`config.mk`:
```
export PLATFORM = sky130hd
export DESIGN_NAME = rtcam_top
export DESIGN_NICKNAME = d
export VERILOG_FILES = /design/src/rtl/rtcam_pkg.sv /design/src/rtl/rtcam_mcd.sv /design/src/rtl/rtcam_sync.sv /design/src/rtl/rtcam_top.sv
export SDC_FILE = /design/constraint.sdc
export NUM_CORES = 1
export LEC_CHECK = 0
export ABC_AREA = 1
export ABC_CLOCK_PERIOD_IN_PS = 7300
export BUFFER_PORTS_ARGS = -buffer_cell sky130_fd_sc_hd__buf_2
export CORE_MARGIN = 4
export CORE_UTILIZATION = 49
export DETAILED_ROUTE_END_ITERATION = 16
export PLACE_DENSITY = 0.65
export SLEW_MARGIN = 20
export SYNTH_ARGS = -nofsm -noshare
export SYNTH_HDL_FRONTEND = slang
export SYNTH_SLANG_ARGS = --single-unit
export TNS_END_PERCENT = 100
```
`constraint.sdc`:
```
create_clock -name mclk -period 7.3 [get_ports mclk]
set_input_delay 1.46 -clock mclk [delete_from_list [all_inputs] [get_ports mclk]]
set_output_delay 1.46 -clock mclk [all_outputs]
set_load 0.1 [all_outputs]
```
`src/rtl/rtcam_pkg.sv`:
```
// shared constants for the rtc timer, alarm and clock monitor
package rtcam_pkg;
    // clock rate and timing figures
    localparam int unsigned MCLK_PERIOD_PS   = 25_000;
    localparam int unsigned MCD_TIMEOUT_US   = 100;
    localparam int unsigned XVALID_BLANK_MS  = 2;
    localparam int unsigned MCD_TIMEOUT_CYC  =
        (MCD_TIMEOUT_US * 1_000_000 + MCLK_PERIOD_PS - 1) / MCLK_PERIOD_PS;
    localparam int unsigned XVALID_BLANK_CYC =
        (XVALID_BLANK_MS * 1_000_000_000 + MCLK_PERIOD_PS - 1) / MCLK_PERIOD_PS;

    // direct port offsets
    localparam logic ADR_INDIRECT_ADDR = 1'h0;
    localparam logic ADR_INDIRECT_DATA = 1'h1;

    // indirect register addresses
    localparam logic [3:0] IDX_HOLD0  = 4'h0;
    localparam logic [3:0] IDX_CTRL   = 4'h4;
    localparam logic [3:0] IDX_OSC    = 4'h5;
    localparam logic [3:0] IDX_ALARM0 = 4'h8;

    // control register fields
    localparam int unsigned CTL_RTC_EN  = 7;
    localparam int unsigned CTL_MCD_EN  = 6;
    localparam int unsigned CTL_FAIL    = 5;
    localparam int unsigned CTL_RUN     = 4;
    localparam int unsigned CTL_AEN     = 3;
    localparam int unsigned CTL_ALARM   = 2;
    localparam int unsigned CTL_SET     = 1;
    localparam int unsigned CTL_CAP     = 0;

    // oscillator control register fields
    localparam int unsigned OSC_XMODE   = 7;
    localparam int unsigned OSC_AGC     = 6;
    localparam int unsigned OSC_BIASX   = 5;
    localparam int unsigned OSC_XVALID  = 4;
    localparam int unsigned OSC_LFO     = 3;

    // reset values
    localparam logic [7:0]  RST_BYTE  = 8'h00;
    localparam logic [31:0] RST_WORD  = 32'h0000_0000;
endpackage

```
`src/rtl/rtcam_mcd.sv`:
```
// missing oscillator detector: one-shot timeout on a stuck level
`timescale 1ns/1ps
module rtcam_mcd
    import rtcam_pkg::*;
#(
    parameter int unsigned TIMEOUT = MCD_TIMEOUT_CYC
) (
    input  wire logic mclk,
    input  wire logic rst,
    input  wire logic enable,
    input  wire logic osc_level,
    output logic      timeout_pulse
);
    localparam int unsigned CW = $clog2(TIMEOUT + 1);

    logic          prev_q;
    logic [CW-1:0] count_q;
    logic          fired_q;

    always_ff @(posedge mclk or posedge rst) begin
        if (rst) begin
            prev_q <= 1'b0;
        end else begin
            prev_q <= osc_level;
        end
    end

    // any edge restarts the window and re-arms the one-shot
    always_ff @(posedge mclk or posedge rst) begin
        if (rst) begin
            count_q       <= '0;
            fired_q       <= 1'b0;
            timeout_pulse <= 1'b0;
        end else if (!enable || (osc_level != prev_q)) begin
            count_q       <= '0;
            fired_q       <= 1'b0;
            timeout_pulse <= 1'b0;
        end else if (count_q == CW'(TIMEOUT)) begin
            timeout_pulse <= !fired_q;
            fired_q       <= 1'b1;
        end else begin
            count_q       <= count_q + CW'(1);
            timeout_pulse <= 1'b0;
        end
    end
endmodule

```
`src/rtl/rtcam_sync.sv`:
```
// two flip-flop synchroniser for pin levels
`timescale 1ns/1ps
module rtcam_sync #(
    parameter int unsigned WIDTH = 1
) (
    input  wire logic             mclk,
    input  wire logic             rst,
    input  wire logic [WIDTH-1:0] async_in,
    output logic      [WIDTH-1:0] sync_out
);
    logic [WIDTH-1:0] meta_q;

    always_ff @(posedge mclk or posedge rst) begin
        if (rst) begin
            meta_q   <= '0;
            sync_out <= '0;
        end else begin
            meta_q   <= async_in;
            sync_out <= meta_q;
        end
    end
endmodule

```
`src/rtl/rtcam_top.sv`:
```
// rtc timer with alarm, set/capture path and oscillator monitor
//
// The register addresses and the plain strobed port were left to the implementer.
`timescale 1ns/1ps
module rtcam_top
    import rtcam_pkg::*;
#(
    parameter int unsigned BLANK_CYC   = XVALID_BLANK_CYC,
    parameter int unsigned MCD_CYC     = MCD_TIMEOUT_CYC
) (
    input  wire logic       mclk,
    input  wire logic       rst,
    input  wire logic       reg_addr,
    input  wire logic [7:0] reg_wdata,
    input  wire logic       reg_wr,
    input  wire logic       reg_rd,
    output logic      [7:0] reg_rdata,
    input  wire logic       rtc_osc,
    input  wire logic       crystal_amp_ok,
    output logic            alarm_event,
    output logic            oscillator_fail_flag,
    output logic            osc_power_enable,
    output logic            crystal_mode,
    output logic            auto_gain_control,
    output logic            bias_double_bit,
    output logic            low_freq_oscillator
);
    localparam int unsigned BW = $clog2(BLANK_CYC + 1);

    // true for indirect addresses that hold a byte of a 32-bit value
    function automatic logic is_value_byte(input logic [3:0] a);
        return (a[3:2] == IDX_HOLD0[3:2]) || (a[3:2] == IDX_ALARM0[3:2]);
    endfunction

    logic [3:0]  ind_addr_q;
    logic [7:0]  hold_q [4];
    logic [7:0]  alarm_q [4];
    logic [31:0] timer_q;
    logic        rtc_en_q;
    logic        mcd_en_q;
    logic        run_q;
    logic        aen_q;
    logic        autoreset_q;
    logic        set_q;
    logic        cap_q;
    logic        flag_q;
    logic        fail_q;
    logic        xmode_q;
    logic        agc_q;
    logic        biasx_q;
    logic        lfo_q;
    logic [BW-1:0] blank_q;
    logic        osc_prev_q;
    logic [7:0]  rdata_q;

    logic [1:0]  pin_s;
    logic        osc_s;
    logic        amp_s;
    logic        fail_pulse;
    logic        tick;
    logic        match;
    logic        data_wr;
    logic        data_rd;
    logic        ctl_wr;
    logic        xtal_valid;
    logic [31:0] hold_word;
    logic [31:0] alarm_word;
    logic [31:0] cmp_mask;
    logic [31:0] timer_inc;

    rtcam_sync #(
        .WIDTH (2)
    ) u_sync (
        .mclk     (mclk),
        .rst      (rst),
        .async_in ({crystal_amp_ok, rtc_osc}),
        .sync_out (pin_s)
    );

    assign osc_s = pin_s[0];
    assign amp_s = pin_s[1];

    rtcam_mcd #(
        .TIMEOUT (MCD_CYC)
    ) u_mcd (
        .mclk          (mclk),
        .rst           (rst),
        .enable        (mcd_en_q),
        .osc_level     (osc_s),
        .timeout_pulse (fail_pulse)
    );

    assign data_wr    = reg_wr && (reg_addr == ADR_INDIRECT_DATA);
    assign data_rd    = reg_rd && (reg_addr == ADR_INDIRECT_DATA);
    assign ctl_wr     = data_wr && (ind_addr_q == IDX_CTRL);
    assign hold_word  = {hold_q[3], hold_q[2], hold_q[1], hold_q[0]};
    assign alarm_word = {alarm_q[3], alarm_q[2], alarm_q[1], alarm_q[0]};

    // one timer step per rising oscillator edge, seen after the synchroniser
    always_ff @(posedge mclk or posedge rst) begin
        if (rst) begin
            osc_prev_q <= 1'b0;
        end else begin
            osc_prev_q <= osc_s;
        end
    end

    assign tick      = osc_s && !osc_prev_q && run_q;
    // low-frequency source steps bit 1, so bit 0 takes no part in the match
    assign timer_inc = lfo_q ? 32'h0000_0002 : 32'h0000_0001;
    assign cmp_mask  = lfo_q ? 32'hFFFF_FFFE : 32'hFFFF_FFFF;
    assign match     = (timer_q & cmp_mask) == (alarm_word & cmp_mask);

    // indirect address, advanced after each value-byte access
    always_ff @(posedge mclk or posedge rst) begin
        if (rst) begin
            ind_addr_q <= 4'h0;
        end else if (reg_wr && (reg_addr == ADR_INDIRECT_ADDR)) begin
            ind_addr_q <= reg_wdata[3:0];
        end else if ((data_wr || data_rd) && is_value_byte(ind_addr_q)) begin
            ind_addr_q <= ind_addr_q + 4'h1;
        end
    end

    // holding bytes: software writes, capture overwrites with a snapshot
    always_ff @(posedge mclk or posedge rst) begin
        if (rst) begin
            for (int i = 0; i < 4; i++) begin
                hold_q[i] <= RST_BYTE;
            end
        end else if (cap_q) begin
            for (int i = 0; i < 4; i++) begin
                hold_q[i] <= timer_q[8*i +: 8];
            end
        end else if (data_wr && (ind_addr_q[3:2] == IDX_HOLD0[3:2])) begin
            hold_q[ind_addr_q[1:0]] <= reg_wdata;
        end
    end

    always_ff @(posedge mclk or posedge rst) begin
        if (rst) begin
            for (int i = 0; i < 4; i++) begin
                alarm_q[i] <= RST_BYTE;
            end
        end else if (data_wr && (ind_addr_q[3:2] == IDX_ALARM0[3:2])) begin
            alarm_q[ind_addr_q[1:0]] <= reg_wdata;
        end
    end

    // control bits written by software
    always_ff @(posedge mclk or posedge rst) begin
        if (rst) begin
            rtc_en_q    <= 1'b0;
            mcd_en_q    <= 1'b0;
            run_q       <= 1'b0;
            aen_q       <= 1'b0;
            autoreset_q <= 1'b0;
        end else if (ctl_wr) begin
            rtc_en_q    <= reg_wdata[CTL_RTC_EN];
            mcd_en_q    <= reg_wdata[CTL_MCD_EN];
            run_q       <= reg_wdata[CTL_RUN];
            aen_q       <= reg_wdata[CTL_AEN];
            autoreset_q <= reg_wdata[CTL_ALARM];
        end
    end

    // set and capture requests complete in the next cycle, then read back 0
    always_ff @(posedge mclk or posedge rst) begin
        if (rst) begin
            set_q <= 1'b0;
            cap_q <= 1'b0;
        end else if (ctl_wr) begin
            set_q <= reg_wdata[CTL_SET];
            cap_q <= reg_wdata[CTL_CAP];
        end else begin
            set_q <= 1'b0;
            cap_q <= 1'b0;
        end
    end

    always_ff @(posedge mclk or posedge rst) begin
        if (rst) begin
            xmode_q <= 1'b0;
            agc_q   <= 1'b0;
            biasx_q <= 1'b0;
            lfo_q   <= 1'b0;
        end else if (data_wr && (ind_addr_q == IDX_OSC)) begin
            xmode_q <= reg_wdata[OSC_XMODE];
            agc_q   <= reg_wdata[OSC_AGC];
            biasx_q <= reg_wdata[OSC_BIASX];
            lfo_q   <= reg_wdata[OSC_LFO];
        end
    end

    // timer: the alarm tick holds the value, the tick after it clears it,
    // which is where the two extra cycles of each auto-reset period come from
    always_ff @(posedge mclk or posedge rst) begin
        if (rst) begin
            timer_q <= RST_WORD;
        end else if (set_q) begin
            timer_q <= hold_word;
        end else if (tick) begin
            if (flag_q && autoreset_q) begin
                timer_q <= RST_WORD;
            end else if (!flag_q && match && aen_q && autoreset_q) begin
                timer_q <= timer_q;
            end else begin
                timer_q <= timer_q + timer_inc;
            end
        end
    end

    // alarm flag: raised on a match tick, dropped on the next tick
    always_ff @(posedge mclk or posedge rst) begin
        if (rst) begin
            flag_q <= 1'b0;
        end else if (ctl_wr && !reg_wdata[CTL_AEN]) begin
            flag_q <= 1'b0;
        end else if (tick) begin
            if (flag_q) begin
                flag_q <= 1'b0;
            end else begin
                flag_q <= match && aen_q;
            end
        end
    end

    // hardware set wins over a software clear in the same cycle
    always_ff @(posedge mclk or posedge rst) begin
        if (rst) begin
            fail_q <= 1'b0;
        end else if (fail_pulse) begin
            fail_q <= 1'b1;
        end else if (ctl_wr && !reg_wdata[CTL_FAIL]) begin
            fail_q <= 1'b0;
        end
    end

    // blanking window restarts whenever the crystal is powered down
    always_ff @(posedge mclk or posedge rst) begin
        if (rst) begin
            blank_q <= '0;
        end else if (!(rtc_en_q && xmode_q)) begin
            blank_q <= '0;
        end else if (blank_q != BW'(BLANK_CYC)) begin
            blank_q <= blank_q + BW'(1);
        end
    end

    assign xtal_valid = amp_s && (blank_q == BW'(BLANK_CYC));

    always_ff @(posedge mclk or posedge rst) begin
        if (rst) begin
            rdata_q <= RST_BYTE;
        end else if (reg_rd) begin
            if (reg_addr == ADR_INDIRECT_ADDR) begin
                rdata_q <= {4'h0, ind_addr_q};
            end else if (ind_addr_q[3:2] == IDX_HOLD0[3:2]) begin
                rdata_q <= hold_q[ind_addr_q[1:0]];
            end else if (ind_addr_q[3:2] == IDX_ALARM0[3:2]) begin
                rdata_q <= alarm_q[ind_addr_q[1:0]];
            end else if (ind_addr_q == IDX_CTRL) begin
                rdata_q <= {rtc_en_q, mcd_en_q, fail_q, run_q,
                            aen_q, flag_q, set_q, cap_q};
            end else if (ind_addr_q == IDX_OSC) begin
                rdata_q <= {xmode_q, agc_q, biasx_q, xtal_valid, lfo_q, 3'h0};
            end else begin
                rdata_q <= RST_BYTE;
            end
        end
    end

    // gain control is left to software: it is passed out as written
    always_ff @(posedge mclk or posedge rst) begin
        if (rst) begin
            alarm_event          <= 1'b0;
            oscillator_fail_flag <= 1'b0;
            osc_power_enable     <= 1'b0;
            crystal_mode         <= 1'b0;
            auto_gain_control    <= 1'b0;
            bias_double_bit      <= 1'b0;
            low_freq_oscillator  <= 1'b0;
        end else begin
            alarm_event          <= flag_q;
            oscillator_fail_flag <= fail_q;
            osc_power_enable     <= rtc_en_q;
            crystal_mode         <= xmode_q;
            auto_gain_control    <= agc_q;
            bias_double_bit      <= biasx_q;
            low_freq_oscillator  <= lfo_q;
        end
    end

    assign reg_rdata = rdata_q;
endmodule

```
### Word level (Yosys, flattened, before mapping)

Index checks and enable logic that the tools add are counted.

| word-level totals | value |
|---|---|
| bits in registers | 164 |
| bits in latches | 0 |
| bits in writable memories | 0 |
| memory bits (read-only) | 0 |
| bits of input ports | 15 |
| output and inout port bits | 15 |
| word-level logic and storage cells | 136 |
| memories | 0 |

| cells by class | value |
|---|---|
| add/subtract/negate cells | 4 |
| multiply operators | 0 |
| div/mod/pow operators | 0 |
| $lt $le $gt $ge | 2 |
| eq/ne operators | 11 |
| shift operators | 0 |
| muxes and demuxes | 40 |
| bitwise logic cells | 4 |
| reduce and logical (&&, ||, !) cells | 37 |

Operators with widths:

| operator | count |
|---|---|
| 2-to-1 mux 32 bit | 6 |
| 2-to-1 mux 8 bit | 10 |
| AND 32 bit | 2 |
| bitwise mux 32 bit | 2 |
| 2-to-1 mux 17 bit | 2 |
| adder 32 x 2 -> 32 bit | 1 |
| binary-select mux 8 bit (select 2 bit) | 2 |
| == test 32 bit | 1 |
| 2-to-1 mux 12 bit | 2 |
| logical AND 1 bit | 20 |
| adder 17 x 1 -> 17 bit, second input constant | 1 |
| == test 17 bit, second input constant | 1 |
| inequality test 17 bit, second input constant | 1 |
| demux 8 bit (select 2 bit) | 1 |
| adder 12 x 1 -> 12 bit, second input constant | 1 |
| == test 12 bit, second input constant | 1 |
| 2-to-1 mux 1 bit | 12 |
| nonzero test 2 bit | 6 |
| == test 4 x 3 -> 1 bit, second input constant | 2 |
| 2-to-1 mux 4 bit | 2 |
| zero test 1 bit | 6 |
| adder 4 x 1 -> 4 bit, second input constant | 1 |
| inequality test 2 x 1 -> 1 bit, second input constant | 2 |
| greater-or-equal comparator 3 bit, second input constant | 1 |
| other kinds (10) | 12 |

### Logic depth before layout (Yosys ltp)

Gate-level depths: netlist (run 1).

| logic depth | value |
|---|---|
| word-level depth | 10 |
| gate-level depth with buffers | 14 |

### Hierarchy

A second synthesis (run 1) with hierarchy kept.

| unflattened totals | value |
|---|---|
| cell total of the unflattened synthesis | 1,304 |
| area, all modules | 9,484.1 µm² |

Modules (own cells, without submodules):

| module | instances | cells each | area each (µm²) | sequential area each (µm²) |
|---|---|---|---|---|
| rtcam_top | 1 | 1,192 | 8,562.0 | 3,653.5 |
| rtcam_mcd | 1 | 107 | 818.3 | 375.4 |
| rtcam_sync | 1 | 5 | 103.8 | 100.1 |

### Worst setup path before layout (run 1)

OpenSTA, ideal clock, no wires.

| timing | value |
|---|---|
| path type | input -> register |
| start point | in reg_addr |
| end point | reg hold_q[0] in the netlist's numbering |
| arrival time | 2,348 ps |
| setup slack | 4,810 ps |
| stages on the path | 6 |
| path buffers | 1 |
| cell sequence | nand2_1 nor2_2 nand2_1 buf_2 nand3_1 o221ai_1 |

| between the ends | value |
|---|---|
| word-level cells in the longest chain between the ends | 3 |

RTL lines:

| what | line | RTL |
|---|---|---|
| start: declaration | rtcam_top.sv:13 | `input wire logic reg_addr,` |
| logical AND 1 bit | rtcam_top.sv:93 | `assign data_wr = reg_wr && (reg_addr == ADR_INDIRECT_DATA);` |
| logical AND 1 bit | rtcam_top.sv:135 | `end else if (data_wr && (ind_addr_q[3:2] == IDX_HOLD0[3:2])) begin` |
| nonzero test 2 bit (no source line) | - |  |
| end signal: indexed assignment | rtcam_top.sv:133 | `hold_q[i] <= timer_q[8*i +: 8];` |
| end signal: indexed assignment | rtcam_top.sv:136 | `hold_q[ind_addr_q[1:0]] <= reg_wdata;` |
| end: declaration | rtcam_top.sv:36 | `logic [7:0] hold_q [4];` |

No other way between the ends.
A chain may end at the register's enable or synchronous reset.

### Worst setup path after layout (run 1)

| timing | value |
|---|---|
| start point | reg timer_q[12] |
| end point | reg timer_q[27] |

| between the ends | value |
|---|---|
| word-level cells in the longest chain between the ends | 7 |

RTL lines:

| what | line | RTL |
|---|---|---|
| start: declaration | rtcam_top.sv:38 | `logic [31:0] timer_q;` |
| start signal: assignment | rtcam_top.sv:201 | `timer_q <= hold_word;` |
| start signal: assignment | rtcam_top.sv:206 | `timer_q <= timer_q;` |
| start signal: assignment | rtcam_top.sv:208 | `timer_q <= timer_q + timer_inc;` |
| branches (longest 7 deep; another with adder 32 x 2 -> 32 bit) | - |  |

Several ways; the timed one is not identified. The select of a mux whose other input is x is not followed.

==> flow_metrics.env, run 1 <==
export IMPL_status="finished clean"
export IMPL_endpoint_kind="flip-flop"
export IMPL_dominantRegCellSynth="dfrtp_1"
export IMPL_final_nets=1295
export IMPL_rows=49
export IMPL_grt_overflow=0
export IMPL_crit_family="simple AND/OR/NAND/NOR gates"
export IMPL_routedWlPerCell_um=20.2
export IMPL_critical_path_class="flip-flop to flip-flop"
export IMPL_worstPathMaxFanout=34
export IMPL_drtPass1Iterations=6
export IMPL_critPathMaxStageDelay_ns=0.73
export IMPL_netlist_area_mm2=0.00923
export IMPL_synth_fp_nets=1289
export IMPL_cp_buffers_inverters=1
export IMPL_start_kind="flip-flop"
export IMPL_crit_required_ns=7.62
export IMPL_htree_levels=4
export IMPL_ys_types=44
export IMPL_dpl_worst_slack_ns=4.09
export IMPL_synthArstFlopShare_pct=100
export IMPL_drive_above_1_share_pct=7.18
export IMPL_cap_violations=0
export IMPL_yosysSeqAreaShare_pct=44.5
export IMPL_max_freq_mhz=298
export IMPL_drt_initial_drc_count=1051
export IMPL_drc_errors=0
export IMPL_netlist_instances=1262
export IMPL_crit_path_frequent_cell="nand2_1"
export IMPL_cts_tree="built"
export IMPL_numCtsBuffers=17
export IMPL_final_common_cell="nand2_1"
export IMPL_crit_chain="inv_1, nand2_1, nand2_1, nor2_1, nand2_1, nor2_1, nand3_1, o21bai_4, nand2_2, nand2_1, nand2_1"
export IMPL_avgViaCountPerCell=5.92
export IMPL_powerDensity_mw_per_mm2=417
export IMPL_hold_viol=0
export IMPL_finalSetupViolations=0
export IMPL_antenna_found_initial=1
export IMPL_dp_final_hpwl_mm=22.5
export IMPL_layout_min_cycle_time_ns=3.36
export IMPL_power_total_uw=4210
export IMPL_finalSetupTns_ns=0
export IMPL_clk_insertion_delay_late_ns=0.44
export IMPL_avgSynthCellArea_um2=7.31
export IMPL_grt_max_degree=110
export IMPL_grt_total_usage_pct=29.3
export IMPL_grt_pass1_vias=8277
export IMPL_finalWorstSetupSlack_ns=3.94
export IMPL_syn2layout_area_growth_pct=9.44
export IMPL_hold_path_class="flip-flop to flip-flop"
export IMPL_p_leak_uw=0.00463
export IMPL_num_vias=8946
export IMPL_synth_edf_count=0
export IMPL_core_area_mm2=0.0183
export IMPL_dieArea_mm2=0.0211
export IMPL_post_route_period_util_pct=46.0
export IMPL_ir_worst_vdd_uv=211
export IMPL_initial_utilization_pct=50.5
export IMPL_cts_sinks=164
export IMPL_utilization_pct=55.3
export IMPL_ant_nets=0
export IMPL_hold_slack_ns=0.349
export IMPL_cts_resized=0
export IMPL_slew_viol_final=0
export IMPL_cts_setup_buffers=0
export IMPL_fin_skew_ns=0.0121
export IMPL_chipWidth_um=145
export IMPL_port_buffers=29
export IMPL_rsz0062_at_grt="no"
export IMPL_place_congestion=1.06
export IMPL_fillers=1789
export IMPL_cts_hold_buf=0
export IMPL_ios=30
export IMPL_finalWirelength_mm=30.6
export IMPL_mostFrequentLayoutCells="373 x nand2_1, 164 x dfrtp_1, 132 x inv_1"
export IMPL_grt_pass1_wl_mm=48.6
export IMPL_die_y_um=145
export IMPL_tightest_slew_ns=0.999
export IMPL_synth_seq_cells=164
export IMPL_cp_slowest_cell="o21bai_4"
export IMPL_cts_buffer_depth=2
export IMPL_max_slew_margin_pct=33.4
export IMPL_cts_root_buf="clkbuf_16"
export IMPL_critPathArrivalTime_ns=3.68
export IMPL_cts_clk_slew_worst_paths_ns=0.07
export IMPL_yosysWarnings=0
-- worst paths after layout --
path	depth (start not counted)	endpoint	startpoint	slack [ns]
worst min register to register	0	u_sync.sync_out[0]	u_sync.meta_q[0]	0.35
min in group asynchronous	2	agc_q	rst	1.24
max in group asynchronous	3	timer_q[21]	rst	4.71
worst max register to register	11	timer_q[27]	timer_q[12]	3.94
worst max-delay path	11	timer_q[27]	timer_q[12]	3.94
worst min-delay path	0	u_sync.sync_out[0]	u_sync.meta_q[0]	0.35
-- layout make-up --
cell class	count	area [µm²]	share of cell area, %
multi-input combinational	909	4380	43.4
sequential	164	4100	40.6
inverter	143	542	5.37
clock buffer	17	425	4.21
tap	229	287	2.84
clock inverter	15	184	1.82
timing repair buffer	33	175	1.73
antenna	1	2.50	0.0248
-- logic make-up (layout without fill, tap and decap cells) --
family | count (synthesis) | count (layout) | synth area share, %
buffers and inverters | 189 | 208 | 8.14
other | 0 | 1 | 0
AND/OR/NAND/NOR | 631 | 631 | 28.6
XOR/XNOR | 12 | 12 | 1.14
flip-flops | 164 | 164 | 44.5
AO/OA/AOI/OAI | 254 | 254 | 15.9
adder cells (fa/ha/maj) | 12 | 12 | 1.71
-- per-stage QoR --
stage	instance area, µm²	cells
2_1_floorplan	9230	1262
3_3_place_gp	9490	1478
3_5_place_dp	9490	1478
4_1_cts	10100	1510
5_1_grt	10100	1510
6_report	10100	1511
-- sequential cells by signal (all words and copies together), names as in the netlist, 2 cells and up --
signal           count
alarm_q             32
hold_q              32
timer_q             32
blank_q             17
u_mcd.count_q       12
reg_rdata            8
ind_addr_q           4
u_sync.meta_q        2
u_sync.sync_out      2
-- Yosys cell counts, types with 2 or more instances --
cell type | instances | area, µm²
nand2_1 | 373 | 1400
dfrtp_1 | 164 | 4100
inv_1 | 133 | 499
o21ai_0 | 131 | 656
nor2_1 | 104 | 390
nand3_1 | 88 | 440
a21oi_1 | 62 | 310
o221ai_1 | 31 | 272
clkbuf_1 | 29 | 109
nand4_1 | 28 | 175
nor3_1 | 20 | 100
ha_1 | 11 | 138
buf_2 | 10 | 50.1
xnor2_1 | 10 | 87.6
inv_2 | 9 | 33.8
o22ai_1 | 7 | 43.8
o211ai_1 | 6 | 45.0
nand2_2 | 4 | 25.0
o21ai_1 | 4 | 20.0
a211oi_1 | 3 | 22.5
buf_6 | 3 | 33.8
nor3_2 | 3 | 30.0
o221a_2 | 3 | 33.8
a31oi_1 | 2 | 12.5
clkbuf_2 | 2 | 10.0
nor2_2 | 2 | 12.5
nor4_1 | 2 | 12.5
xor2_1 | 2 | 17.5
-- report_power, final --
group | leakage [µW] | switching [µW] | internal (µW)
registers | 0.00214 | 434 | 1210
clock network | 0.000299 | 433 | 521
logic | 0.00219 | 1130 | 478
-- routing by layer --
layer / vias up / track usage [%] / part of all wire, % / routed length [µm]
met1: 4256 / 42.5 / 44 / 13500
met3: 70 / 7.61 / 9.1 / 2780
met4: 0 / 9.83 / 3.0 / 922
met2: 435 / 42.9 / 44 / 13300
li1: 4185 / - / - / -
met5: - / 0 / 0 / 0
No activity file was read; power rests on OpenSTA's default activity.
==> inputs of run 2 (changes only) <==
- ABC_CLOCK_PERIOD_IN_PS: 7300 -> 3500
- clock period: 7.3 -> 3.5 ns (I/O delays scaled with it)
==> run 2 against run 1 <==
Compared with the run above:
- combinational power increased by 110%
- clock skew decreased by 0.0047 ns
- sequential power up 110%
- first-iteration DRC count up 6.5%
- register-to-register slack got worse by 3.1 ns
- largest cell class unchanged
- routed wire length rose by 1.2%
- final cell count increased by 0.66%
- sequential share of layout area down 0.26 points
- clock-buffer cell count grew 1
==> flow_metrics.env, run 2 (synthesized netlist as in run 1, its figures left out) <==
export IMPL_cp_slowest_cell="dfrtp_1"
export IMPL_powerDensity_mw_per_mm2=851
export IMPL_syn2layout_area_growth_pct=10.1
export IMPL_finalSetupTns_ns=0
export IMPL_endpoint_kind="flip-flop"
export IMPL_dieArea_mm2=0.0211
export IMPL_min_delay_start="u_sync.meta_q[1]"
export IMPL_slew_viol_final=0
export IMPL_port_buffers=29
export IMPL_crit_required_ns=3.83
export IMPL_critical_path_class="flip-flop to flip-flop"
export IMPL_r2r_start="ind_addr_q[1]"
export IMPL_worstPathMaxFanout=26
export IMPL_initial_utilization_pct=50.5
export IMPL_grt_overflow=0
export IMPL_fin_skew_ns=0.00737
export IMPL_final_nets=1306
export IMPL_max_freq_mhz=383
export IMPL_p_leak_uw=0.00466
export IMPL_whs_path_depth=0
export IMPL_drtPass1Iterations=6
export IMPL_die_y_um=145
export IMPL_routedWlPerCell_um=20.3
export IMPL_cts_tree="built"
export IMPL_final_common_cell="nand2_1"
export IMPL_finalSetupViolations=0
export IMPL_hold_viol=0
export IMPL_critPathArrivalTime_ns=2.94
export IMPL_cp_buffers_inverters=4
export IMPL_critPathMaxStageDelay_ns=0.72
export IMPL_cts_root_buf="clkbuf_16"
export IMPL_avgViaCountPerCell=5.97
export IMPL_cts_clk_slew_worst_paths_ns=0.07
export IMPL_fillers=1786
export IMPL_finalWirelength_mm=30.9
export IMPL_chipWidth_um=145
export IMPL_cts_resized=0
export IMPL_cap_violations=0
export IMPL_dp_final_hpwl_mm=22.6
export IMPL_rsz0062_at_grt="no"
export IMPL_ant_nets=0
export IMPL_grt_max_degree=44
export IMPL_max_slew_margin_pct=34.5
export IMPL_drc_errors=0
export IMPL_core_area_mm2=0.0183
export IMPL_layout_min_cycle_time_ns=2.61
export IMPL_reg_top3="alarm_q x32, hold_q x32, timer_q x32"
export IMPL_cts_sinks=164
export IMPL_crit_chain="inv_1, ha_1, inv_1, nor3_1, inv_1, nor2_2, inv_1, nor2_1, a21oi_1, and2_1"
export IMPL_clk_insertion_delay_late_ns=0.44
export IMPL_tightest_slew_ns=0.982
export IMPL_mostFrequentLayoutCells="373 x nand2_1, 164 x dfrtp_1, 132 x inv_1"
export IMPL_hold_path_class="flip-flop to flip-flop"
export IMPL_grt_total_usage_pct=29.5
export IMPL_power_total_uw=8650
export IMPL_ir_worst_vdd_uv=445
export IMPL_antenna_found_initial=0
export IMPL_insertedDiodeCount=0
export IMPL_start_kind="flip-flop"
export IMPL_drt_initial_drc_count=1119
export IMPL_reg2regPathDepth=10
export IMPL_hold_end="u_sync.sync_out[1]"
export IMPL_r2r_end="flag_q"
export IMPL_cts_buffer_depth=2
export IMPL_utilization_pct=55.6
export IMPL_htree_levels=4
export IMPL_ios=30
export IMPL_crit_family="simple AND/OR/NAND/NOR gates"
export IMPL_numCtsBuffers=17
export IMPL_grt_pass1_wl_mm=49.3
export IMPL_grt_pass1_vias=8543
export IMPL_cts_setup_buffers=0
export IMPL_rows=49
export IMPL_status="finished clean"
export IMPL_drive_above_1_share_pct=7.97
export IMPL_num_vias=9076
export IMPL_post_route_period_util_pct=74.6
export IMPL_ff2ff_setup_slack_ns=0.89
export IMPL_crit_path_frequent_cell="inv_1"
export IMPL_place_congestion=0.984
export IMPL_cts_hold_buf=0
## run 2: per-stage QoR
stage,cells,hold WS [ns],cell area (µm²),setup WS [ns]
finish,1521,0.349,10200,0.887
global placement,1489,0.332,9600,1.05
detailed placement,1489,0.337,9600,0.948
CTS,1521,0.352,10200,0.940
floorplan,1262,0.331,9230,0.715
global route,1521,0.355,10200,0.638
## run 2: worst max path at each step
stage,from,end,slack (ns),cells past startpoint
after CTS,ind_addr_q[1],flag_q,0.94,10
after detailed placement,ind_addr_q[1],flag_q,0.95,10
after global placement,ind_addr_q[1],flag_q,1.05,10
final,ind_addr_q[1],flag_q,0.89,10
after floorplan,rst,aen_q,0.72,1
after global routing,ind_addr_q[1],flag_q,0.64,10
## run 2: cell type report
cell class	count	area, µm²	share of cell area, %
inverters	143	541	5.32
well taps	229	287	2.82
clock inverters	14	118	1.16
clock buffers	18	439	4.32
flip-flops and latches	164	4100	40.4
multi-input cells	909	4380	43.1
repair buffers	44	295	2.91
## run 2: routing by layer
| layer | up-vias | part of all wire [%] | wire (µm) | GRT usage [%] |
|---|---|---|---|---|
| met5 | - | 0 | 0 | 0 |
| met4 | 0 | 4.1 | 1280 | 12.5 |
| met3 | 107 | 10 | 3220 | 6.67 |
| met2 | 562 | 42 | 13100 | 42.1 |
| met1 | 4186 | 43 | 13300 | 43.3 |
| li1 | 4221 | - | - | - |
## run 2: power breakdown
part	total (µW)	switching, µW	leakage [µW]	internal [µW]
logic	3390	2370	0.00226	1030
clock network	1800	853	0.000263	944
registers	3460	927	0.00214	2530
